$ cat config.mk
export PLATFORM = sky130hd
export DESIGN_NAME = sgow_clk_ctrl
export DESIGN_NICKNAME = d
export VERILOG_FILES = /design/src/sgow_pkg.sv /design/src/sgow_clk_ctrl.sv
export VERILOG_INCLUDE_DIRS = /design/src
export SDC_FILE = /design/constraint.sdc
export NUM_CORES = 1
export LEC_CHECK = 0
export BUFFER_PORTS_ARGS = -buffer_cell sky130_fd_sc_hd__buf_4
export CAP_MARGIN = 20
export CORE_ASPECT_RATIO = 1.75
export CORE_UTILIZATION = 55
export CTS_CLUSTER_DIAMETER = 60
export CTS_CLUSTER_SIZE = 28
export DETAILED_ROUTE_END_ITERATION = 8
export HOLD_SLACK_MARGIN = 0.02
export PLACE_DENSITY = 0.76
export SYNTH_ARGS = -nofsm -noshare
export SYNTH_HDL_FRONTEND = slang
export SYNTH_SLANG_ARGS = --single-unit
$ cat constraint.sdc
create_clock -name core_clk -period 9.7 [get_ports core_clk]
set_input_delay 0.485 -clock core_clk [delete_from_list [all_inputs] [get_ports core_clk]]
set_output_delay 0.485 -clock core_clk [all_outputs]
set_load 0.005 [all_outputs]
$ cat src/sgow_regs.svh
`ifndef SGOW_REGS_SVH
`define SGOW_REGS_SVH
// register byte offsets
`define SGOW_CTRL_OFS 4'h0
`define SGOW_WAIT_OFS 4'h4
`define SGOW_STAT_OFS 4'h8
// control register fields
`define SGOW_CTRL_MODE_LSB 0
`define SGOW_CTRL_STBY_LSB 4
`define SGOW_CTRL_MOSC_BIT 8
`define SGOW_CTRL_MRC_BIT 9
`define SGOW_CTRL_SOSC_BIT 10
`define SGOW_CTRL_SRC_BIT 11
`define SGOW_CTRL_HIZ_BIT 12
// wait time register fields and power-on value
`define SGOW_WAIT_MAIN_LSB 0
`define SGOW_WAIT_SUB_LSB 4
`define SGOW_WAIT_POR 8'hFF
// status register fields
`define SGOW_STAT_STBY_LSB 4
`define SGOW_STAT_STAB_LSB 8
`define SGOW_STAT_RUN_LSB 12
`define SGOW_STAT_BUSY_BIT 16
// clock mode codes, also oscillator index
`define SGOW_MODE_MAIN 2'h0
`define SGOW_MODE_MRC 2'h1
`define SGOW_MODE_SUB 2'h2
`define SGOW_MODE_SRC 2'h3
// standby request codes
`define SGOW_STBY_RUN 2'h0
`define SGOW_STBY_SLEEP 2'h1
`define SGOW_STBY_TIMER 2'h2
`define SGOW_STBY_STOP 2'h3
// rc settle counts in reference cycles
`define SGOW_MRC_WAIT 16'h0100
`define SGOW_SRC_WAIT 16'h0020
`define SGOW_AXI_OKAY 2'h0
`define SGOW_AXI_SLVERR 2'h2
`endif

$ cat src/sgow_pkg.sv
package sgow_pkg;
  // standby state, one-hot
  typedef enum logic [3:0] {
    ST_RUN = 4'b0001,
    ST_SLEEP = 4'b0010,
    ST_TIMER = 4'b0100,
    ST_STOP = 4'b1000
  } sgow_stby_t;
  // clock supply enables towards the core
  typedef struct packed {
    logic cpu;
    logic swdt;
    logic periph;
    logic tbt;
    logic wpre;
    logic hwdt;
    logic port_hold;
    logic port_hiz;
  } sgow_gate_t;
  // machine clock selection
  typedef struct packed {
    logic [1:0] src;
    logic div2;
  } sgow_mclk_t;
endpackage

$ cat src/sgow_clk_ctrl.sv
`timescale 1ns/1ps
`include "sgow_regs.svh"
module sgow_clk_ctrl
  import sgow_pkg::*;
#(
  parameter int CW = 16
) (
  input wire logic core_clk,
  input wire logic rst,
  input wire logic soft_rst,
  input wire logic [3:0] osc_clk_in,
  input wire logic wake_irq,
  input wire logic hwdt_stby_off,
  input wire logic hwdt_started,
  input wire logic [3:0] s_axi_awaddr,
  input wire logic s_axi_awvalid,
  output logic s_axi_awready,
  input wire logic [31:0] s_axi_wdata,
  input wire logic [3:0] s_axi_wstrb,
  input wire logic s_axi_wvalid,
  output logic s_axi_wready,
  output logic [1:0] s_axi_bresp,
  output logic s_axi_bvalid,
  input wire logic s_axi_bready,
  input wire logic [3:0] s_axi_araddr,
  input wire logic s_axi_arvalid,
  output logic s_axi_arready,
  output logic [31:0] s_axi_rdata,
  output logic [1:0] s_axi_rresp,
  output logic s_axi_rvalid,
  input wire logic s_axi_rready,
  output logic [3:0] osc_run_q,
  output sgow_gate_t gate_q,
  output sgow_mclk_t mclk_q
);

  // ************************************************************
  // helper functions
  // ************************************************************

  // oscillator wait length from a four-bit select code
  function automatic logic [CW-1:0] osc_wait_len(input logic [3:0] sel, input logic is_sub);
    logic [4:0] e;
    e = is_sub ? {1'b0, sel} : ({1'b0, sel} - 5'h01);
    if ((is_sub && sel < 4'h2) || (!is_sub && sel < 4'h3)) begin
      osc_wait_len = '0;
    end else begin
      osc_wait_len = CW'((32'h1 << e) - 32'h2);
    end
  endfunction

  // standby state to status code
  function automatic logic [1:0] stby_code(input sgow_stby_t s);
    unique case (s)
      ST_RUN: stby_code = `SGOW_STBY_RUN;
      ST_SLEEP: stby_code = `SGOW_STBY_SLEEP;
      ST_TIMER: stby_code = `SGOW_STBY_TIMER;
      ST_STOP: stby_code = `SGOW_STBY_STOP;
      default: stby_code = `SGOW_STBY_RUN;
    endcase
  endfunction

  // main or main rc mode
  function automatic logic is_main(input logic [1:0] m);
    is_main = (m == `SGOW_MODE_MAIN) || (m == `SGOW_MODE_MRC);
  endfunction

  // ************************************************************
  // input synchronisers and oscillator edge detect
  // ************************************************************

  logic [3:0] osc_s1_q; // first stage, read only by second
  logic [3:0] osc_s2_q; // settled oscillator level
  logic [3:0] osc_s3_q; // delayed copy for edges
  logic [3:0] osc_edge; // one rising edge per oscillator
  logic [1:0] wake_s_q; // wake request synchroniser
  logic [1:0] hoff_s_q; // watchdog strap synchroniser

  // oscillators are far slower than core_clk, so sampling is enough
  always_ff @(posedge core_clk) begin
    if (rst) begin
      osc_s1_q <= 4'h0;
      osc_s2_q <= 4'h0;
      osc_s3_q <= 4'h0;
      wake_s_q <= 2'h0;
      hoff_s_q <= 2'h0;
    end else begin
      osc_s1_q <= osc_clk_in;
      osc_s2_q <= osc_s1_q;
      osc_s3_q <= osc_s2_q;
      wake_s_q <= {wake_s_q[0], wake_irq};
      hoff_s_q <= {hoff_s_q[0], hwdt_stby_off};
    end
  end

  assign osc_edge = osc_s2_q & ~osc_s3_q;

  // ************************************************************
  // software registers
  // ************************************************************

  logic [15:0] ctrl_q; // clock mode request, standby, enables
  logic [7:0] wsel_q; // wait time selects
  logic [1:0] cur_mode_q; // clock mode in effect
  sgow_stby_t stby_q; // standby state
  logic [3:0] stable_q; // settle done per oscillator
  logic [CW-1:0] cnt_q [4]; // dedicated settle counters
  logic aw_have_q; // write address held
  logic w_have_q; // write data held
  logic [3:0] awaddr_q; // latched write address
  logic [31:0] wdata_q; // latched write data
  logic [3:0] wstrb_q; // latched byte strobes
  logic wr_fire; // both halves present, do the write
  logic [1:0] req_mode; // requested clock mode
  logic [3:0] run_d; // oscillator run next value
  logic [CW-1:0] len [4]; // settle length per oscillator
  logic busy; // some settle in progress

  assign req_mode = ctrl_q[`SGOW_CTRL_MODE_LSB +: 2];
  assign wr_fire = aw_have_q && w_have_q && !s_axi_bvalid;

  // ************************************************************
  // axi4-lite write channel
  // ************************************************************

  // address and data are taken in either order, one write at a time
  always_ff @(posedge core_clk) begin
    if (rst) begin
      aw_have_q <= 1'b0;
      w_have_q <= 1'b0;
      awaddr_q <= 4'h0;
      wdata_q <= 32'h0;
      wstrb_q <= 4'h0;
      s_axi_bvalid <= 1'b0;
      s_axi_bresp <= `SGOW_AXI_OKAY;
    end else begin
      if (s_axi_awvalid && s_axi_awready) begin
        aw_have_q <= 1'b1;
        awaddr_q <= s_axi_awaddr;
      end
      if (s_axi_wvalid && s_axi_wready) begin
        w_have_q <= 1'b1;
        wdata_q <= s_axi_wdata;
        wstrb_q <= s_axi_wstrb;
      end
      if (wr_fire) begin
        aw_have_q <= 1'b0;
        w_have_q <= 1'b0;
        s_axi_bvalid <= 1'b1;
        // status is read-only, writes there are refused too
        s_axi_bresp <= (awaddr_q == `SGOW_CTRL_OFS || awaddr_q == `SGOW_WAIT_OFS)
                       ? `SGOW_AXI_OKAY : `SGOW_AXI_SLVERR;
      end else if (s_axi_bready) begin
        s_axi_bvalid <= 1'b0;
      end
    end
  end

  // ready only while the slot is free, so the master is stalled
  always_ff @(posedge core_clk) begin
    if (rst) begin
      s_axi_awready <= 1'b0;
      s_axi_wready <= 1'b0;
    end else begin
      s_axi_awready <= !aw_have_q && !(s_axi_awvalid && s_axi_awready) && !wr_fire;
      s_axi_wready <= !w_have_q && !(s_axi_wvalid && s_axi_wready) && !wr_fire;
    end
  end

  // control register; a warm reset restores mode but not waits
  always_ff @(posedge core_clk) begin
    if (rst || soft_rst) begin
      ctrl_q <= 16'h0000;
    end else if (wr_fire && awaddr_q == `SGOW_CTRL_OFS) begin
      if (wstrb_q[0]) begin
        ctrl_q[7:0] <= wdata_q[7:0];
      end
      if (wstrb_q[1]) begin
        ctrl_q[15:8] <= wdata_q[15:8];
      end
    end else if (stby_q != ST_RUN) begin
      // standby request is a one-shot, clear once taken
      ctrl_q[`SGOW_CTRL_STBY_LSB +: 2] <= `SGOW_STBY_RUN;
    end
  end

  // wait selects: power-on forces longest, warm reset keeps them
  always_ff @(posedge core_clk) begin
    if (rst) begin
      wsel_q <= `SGOW_WAIT_POR;
    end else if (wr_fire && awaddr_q == `SGOW_WAIT_OFS && wstrb_q[0]) begin
      wsel_q <= wdata_q[7:0];
    end
  end

  // ************************************************************
  // axi4-lite read channel
  // ************************************************************

  // one read under way at a time, answered the cycle after arvalid
  always_ff @(posedge core_clk) begin
    if (rst) begin
      s_axi_arready <= 1'b0;
      s_axi_rvalid <= 1'b0;
      s_axi_rdata <= 32'h0;
      s_axi_rresp <= `SGOW_AXI_OKAY;
    end else begin
      s_axi_arready <= !s_axi_rvalid && !(s_axi_arvalid && s_axi_arready);
      if (s_axi_arvalid && s_axi_arready) begin
        s_axi_rvalid <= 1'b1;
        s_axi_rresp <= `SGOW_AXI_OKAY;
        unique case (s_axi_araddr)
          `SGOW_CTRL_OFS: s_axi_rdata <= {16'h0, ctrl_q};
          `SGOW_WAIT_OFS: s_axi_rdata <= {24'h0, wsel_q};
          `SGOW_STAT_OFS: begin
            s_axi_rdata <= 32'h0;
            s_axi_rdata[1:0] <= cur_mode_q;
            s_axi_rdata[`SGOW_STAT_STBY_LSB +: 2] <= stby_code(stby_q);
            s_axi_rdata[`SGOW_STAT_STAB_LSB +: 4] <= stable_q;
            s_axi_rdata[`SGOW_STAT_RUN_LSB +: 4] <= osc_run_q;
            s_axi_rdata[`SGOW_STAT_BUSY_BIT] <= busy;
          end
          default: begin
            // unmapped: zero data with an error answer
            s_axi_rdata <= 32'h0;
            s_axi_rresp <= `SGOW_AXI_SLVERR;
          end
        endcase
      end else if (s_axi_rready) begin
        s_axi_rvalid <= 1'b0;
      end
    end
  end

  // ************************************************************
  // standby state machine
  // ************************************************************

  // entered from run on a software request, left on a wake request
  always_ff @(posedge core_clk) begin
    if (rst || soft_rst) begin
      stby_q <= ST_RUN;
    end else begin
      unique case (stby_q)
        ST_RUN: begin
          unique case (ctrl_q[`SGOW_CTRL_STBY_LSB +: 2])
            `SGOW_STBY_SLEEP: stby_q <= ST_SLEEP;
            `SGOW_STBY_TIMER: stby_q <= ST_TIMER;
            `SGOW_STBY_STOP: stby_q <= ST_STOP;
            default: stby_q <= ST_RUN;
          endcase
        end
        ST_SLEEP, ST_TIMER, ST_STOP: begin
          if (wake_s_q[1]) begin
            stby_q <= ST_RUN;
          end
        end
        default: stby_q <= ST_RUN;
      endcase
    end
  end

  // ************************************************************
  // oscillator run control
  // ************************************************************

  // the requested mode's oscillator is started ahead of the switch
  always_comb begin
    logic stop;
    stop = (stby_q == ST_STOP);
    run_d[`SGOW_MODE_MAIN] = !stop && ((cur_mode_q == `SGOW_MODE_MAIN) ||
      (cur_mode_q == `SGOW_MODE_MRC && ctrl_q[`SGOW_CTRL_MOSC_BIT]) ||
      (req_mode == `SGOW_MODE_MAIN));
    run_d[`SGOW_MODE_MRC] = !stop && ((cur_mode_q == `SGOW_MODE_MRC) ||
      (cur_mode_q == `SGOW_MODE_MAIN && ctrl_q[`SGOW_CTRL_MRC_BIT]) ||
      (req_mode == `SGOW_MODE_MRC));
    run_d[`SGOW_MODE_SUB] = (ctrl_q[`SGOW_CTRL_SOSC_BIT] || cur_mode_q == `SGOW_MODE_SUB ||
      req_mode == `SGOW_MODE_SUB) && !(stop && !is_main(cur_mode_q));
    run_d[`SGOW_MODE_SRC] = (ctrl_q[`SGOW_CTRL_SRC_BIT] || cur_mode_q == `SGOW_MODE_SRC ||
      req_mode == `SGOW_MODE_SRC) && !(stop && !is_main(cur_mode_q));
  end

  always_ff @(posedge core_clk) begin
    if (rst) begin
      osc_run_q <= 4'h0;
    end else begin
      osc_run_q <= run_d;
    end
  end

  // ************************************************************
  // oscillation settle counters
  // ************************************************************

  assign len[`SGOW_MODE_MAIN] = osc_wait_len(wsel_q[`SGOW_WAIT_MAIN_LSB +: 4], 1'b0);
  assign len[`SGOW_MODE_MRC] = CW'(`SGOW_MRC_WAIT);
  assign len[`SGOW_MODE_SUB] = osc_wait_len(wsel_q[`SGOW_WAIT_SUB_LSB +: 4], 1'b1);
  assign len[`SGOW_MODE_SRC] = CW'(`SGOW_SRC_WAIT);

  // a stopped oscillator loses its settle; restart counts afresh
  always_ff @(posedge core_clk) begin
    if (rst) begin
      stable_q <= 4'h0;
      for (int i = 0; i < 4; i++) begin
        cnt_q[i] <= '0;
      end
    end else begin
      for (int i = 0; i < 4; i++) begin
        if (!osc_run_q[i]) begin
          stable_q[i] <= 1'b0;
          cnt_q[i] <= '0;
        end else if (!stable_q[i]) begin
          if (cnt_q[i] >= len[i]) begin
            stable_q[i] <= 1'b1;
          end else if (osc_edge[i] && !(i == 2 && osc_run_q[0] && !stable_q[0])) begin
            cnt_q[i] <= cnt_q[i] + CW'(1);
          end
        end
      end
    end
  end

  // an oscillator running or about to start and not settled blocks all supply but hwdt, port hold and hi-z, so no open cycle before its enable lands
  assign busy = |((osc_run_q | run_d) & ~stable_q);

  // ************************************************************
  // clock mode switch
  // ************************************************************

  // switch only once the target is settled; settled targets go at once
  always_ff @(posedge core_clk) begin
    if (rst || soft_rst) begin
      cur_mode_q <= `SGOW_MODE_MAIN;
    end else if (req_mode != cur_mode_q && stby_q == ST_RUN && stable_q[req_mode]) begin
      cur_mode_q <= req_mode;
    end
  end

  // machine clock source; crystal sources are halved
  always_ff @(posedge core_clk) begin
    if (rst) begin
      mclk_q <= '0;
    end else begin
      mclk_q.src <= cur_mode_q;
      mclk_q.div2 <= !cur_mode_q[0];
    end
  end

  // ************************************************************
  // clock supply gating
  // ************************************************************

  // supply enables from standby state, clock mode and settle state
  always_ff @(posedge core_clk) begin
    if (rst) begin
      gate_q <= '0;
    end else begin
      gate_q.cpu <= !busy && stby_q == ST_RUN;
      gate_q.swdt <= !busy && stby_q == ST_RUN;
      gate_q.periph <= !busy && (stby_q == ST_RUN || stby_q == ST_SLEEP);
      gate_q.tbt <= !busy && is_main(cur_mode_q) && stby_q != ST_STOP;
      gate_q.wpre <= !busy && (stby_q == ST_STOP
        ? (is_main(cur_mode_q) && (ctrl_q[`SGOW_CTRL_SOSC_BIT] || ctrl_q[`SGOW_CTRL_SRC_BIT]))
        : (!is_main(cur_mode_q) || ctrl_q[`SGOW_CTRL_SOSC_BIT] ||
           ctrl_q[`SGOW_CTRL_SRC_BIT]));
      gate_q.hwdt <= hwdt_started && !(stby_q != ST_RUN && hoff_s_q[1]);
      gate_q.port_hold <= stby_q != ST_RUN;
      gate_q.port_hiz <= (stby_q == ST_TIMER || stby_q == ST_STOP) &&
        ctrl_q[`SGOW_CTRL_HIZ_BIT];
    end
  end

endmodule // sgow_clk_ctrl

==> implementation parameters <==
Parameter                              Value

Routing
  Avg Vias per Cell    roughly 6
  Routed Wire Length    19.47 mm
  Post-DRT Antenna Nets    0
  Total number of vias    between 6000 and 7000
  Pre-Repair DR Iteration Count    8
  Remaining design rule violation count    0
  Post-detailed-route wirelength per cell    16.63 um
  First DRT Iteration DRCs    between 300 and 400

CTS
  Hold_buf cts    0
  Clock slew at reported path FFs    about 0.07 ns
  CTS Root Cell    clkbuf_16
  Postcts setup bufs    0
  TritonCTS buffer count    17
  H-tree depth    4
  CTS-repair resized insts    0
  Clk buf depth    2
  Clock network latency to the later pin of the worst-skew pair    between 0.4 and 0.5 ns
  Total clock sinks    ~180
  TritonCTS clock tree    built

STA
  Minimum period implied by the final worst setup slack    around 4.7 ns
  Max frequency    around 210 MHz
  Worst max-slew margin expressed relative to the limit    0.3179
  Final Hold Violating Endpoints    0
  Fin crit share    0.4827
  Setup repair after global routing missed its margin    false
  Setup_tns    0 ns
  Final-report max-slew violation count    0
  Total of endpoints with negative setup slack in the final report    0
  Clock Skew    ~0.010 ns
  Slew at the pin closest to its max-slew limit    roughly 1.0 ns

Die
  Die X-Extent    97.33 um
  FP Rows    60
  Die area    16430 sq um
  Floorplan core area    approximately 15000 sq um
  I/O pin total    approximately 120
  Chip Height    ~170 um
  Effective utilization at floorplan    0.5655

Layout
  Fin nets    around 1100
  Post-route design area    around 10000 sq um
  Ratio of cells with drive above 1 in the final layout    0.1421
  Number of fill cells in the layout    between 1000 and 1500
  Total inserted antenna cells    0
  Number of non-filler instances in the completed layout    1171
  Signed area change from the synthesized netlist to the final layout    15.26%

Run
  Max-capacitance violation count    0

Synth
  Top-count cell post-synth    dfxtp_1
  Proportion of synthesized area in mux cells    0.02432
  Synthesized area per cell    9.750 sq um
  Post-synth top area cell    dfxtp_1
  Top cells by instance count after synthesis    dfxtp_1, nand2_1, nor2_1, edfxtp_1, a21oi_1
  Number of register bits inferred by synthesis    between 150 and 200
  Leading cell types by total area after synthesis    dfxtp_1, edfxtp_1, ha_1
  Main flop type after synthesis    dfxtp_1
  Count of synthesis-stage warnings from yosys    0
  Async SR Flop Fraction    0
  Sequential share of the synthesized area    0.4761
  Compound-cell area share of the yosys netlist    0.1351
  Post-Synth Adder-Cell Area    0.06438
  Simple-gate portion of the synthesized area    0.2127
  Number of synthesized flops with an enable pin    between 60 and 70
  Cells after Synth    897
  Post-synth cell types    between 70 and 80
  Parity-gate share of the synthesized area counting xor and xnor cells    0.03805
  Post-synthesis instance area    around 8700 sq um
  Combinational family with the most area after synthesis    simple AND/OR/NAND/NOR gates
  Fraction of synthesized cell area taken by the top area cell type    0.2564

Pwr
  Part of the power in registers    0.507
  Switch share    0.2290
  Internal power contribution    approximately 1.2 mW
  P_sw    around 0.36 mW
  Highest ir drop seen on vdd    112.0 uV
  Power density over the cells    between 150 and 200 nW/um^2
  Leakage power    4.103 nW
  Share of power burned in the clock network    0.450
  Combinational Power Share    0.043

Placement
  Gp weighted congestion    0.8348
  Dpl cells    1139
  Detailed-placement wirelength estimate    14.08 mm
  Count of port buffers added during placement    79
  Instance area after placement    around 9500 sq um

Critical path
  Startpoint types    register
  Critical path peak fanout    18
  Start-to-end type of the worst setup path    register to register
  Endpoint type of the worst setup path    register
  Crit path required time    between 9 and 10 ns
  Critical path arrival    between 4 and 5 ns

Hold path
  Kind of path behind the tightest hold check    input pin to register

Run status
  Result of the run    finished clean

Global routing
  Total routing resource utilization after global routing    0.2419
  First-pass GRT wire length    between 30 and 40 mm
  Leftover overflow at the end of global routing    0
  Largest net degree at the start of global routing    75
  Vias in the first global route    6834
  Initial antenna violation count    0
-- final timing paths --
kind | startpoint | endpoint | slack (ns) | cells after the start
max | wsel_q[3] | cnt_q[0][9] | 5.02 | 12
min | rst | s_axi_rdata[1] | 0.26 | 2
max reg2reg | wsel_q[3] | cnt_q[0][9] | 5.02 | 12
min reg2reg | s_axi_rvalid | s_axi_arready | 0.45 | 1
-- logic make-up after synthesis --
kind of cell | Yosys count
XOR/XNOR | 38
AO/OA/AOI/OAI | 171
buffers and inverters | 91
flip-flops | 176
AND/OR/NAND/NOR | 355
multiplexers | 20
other | 1
adder cells (fa/ha/maj) | 45
-- metal layers --
metal,global-route usage,part of all wire
met5,0,0
met4,0.1483,0.045
met3,0.03055,0.032
met2,0.4528,0.54
met1,0.2547,0.38
-- power by group through the flow --
| stage | logic [mW] | clock network [mW] | registers (mW) |
|---|---|---|---|
| 5_1_grt | 0.0742 | 0.744 | 0.793 |
| 3_3_place_gp | 0.0657 | 0 | 0.807 |
| 2_1_floorplan | 0.0419 | 0 | 0.804 |
| 4_1_cts | 0.0675 | 0.713 | 0.791 |
| 6_report | 0.0674 | 0.703 | 0.791 |
| 3_5_place_dp | 0.0669 | 0 | 0.808 |
-- metrics by stage --
stage          setup WS [ns]  utilization  hold WS [ns]  power (mW)
2_1_floorplan          4.439            -        0.4138      0.8462
3_3_place_gp           5.161       0.6123        0.4213      0.8730
3_5_place_dp           5.075       0.6123        0.4284      0.8747
4_1_cts                5.043       0.6519        0.2468       1.572
5_1_grt                4.659       0.6519        0.2568       1.611
6_report               5.018       0.6519        0.2581       1.562
-- critical path: stages, from the launching register on --
cell	delay, ns
dfxtp_1	0.69
inv_1	0.23
ha_1	0.40
nor4_1	0.71
inv_1	0.17
nor3_1	0.17
mux2i_1	0.11
ha_1	0.31
nand4_1	0.16
nor4_1	0.48
a211o_1	0.57
o21ai_1	0.17
buf_4	0.24
-- registers in the layout, summed over array words and instances (netlist names), 2 cells and up --
name	flops
stable_q	4
gate_q	7
wake_s_q	2
mclk_q	3
cnt_q	64
osc_s3_q	4
awaddr_q	4
stby_q	4
ctrl_q	16
hoff_s_q	2
osc_run_q	4
s_axi_rdata	17
wstrb_q	2
wdata_q	16
cur_mode_q	2
wsel_q	8
osc_s1_q	4
osc_s2_q	4
-- layout by cell type (no fill, tap or decap), types with 28 or more instances in the layout --
cell and instances:
buf_4 89, ha_1 45, nor2_1 66, dfxtp_1 112, conb_1 35, nand2_1 90, edfxtp_1 64, a21oi_1 48
nor2b_1 28, nor3_1 29
-- area by class of cell --
cell class                      instances  area (sq um)  share of cell area
Timing Repair Buffer                   89         668.1             0.06628
Tap cell                              186         232.7             0.02309
Clock buffer                           20         479.2             0.04754
Inverter                               24         90.09            0.008936
Multi-Input combinational cell        664          4314              0.4280
Sequential cell                       176          4164              0.4131
Clock inverter                         12         132.6             0.01316
(Power assumes the default switching activity.)
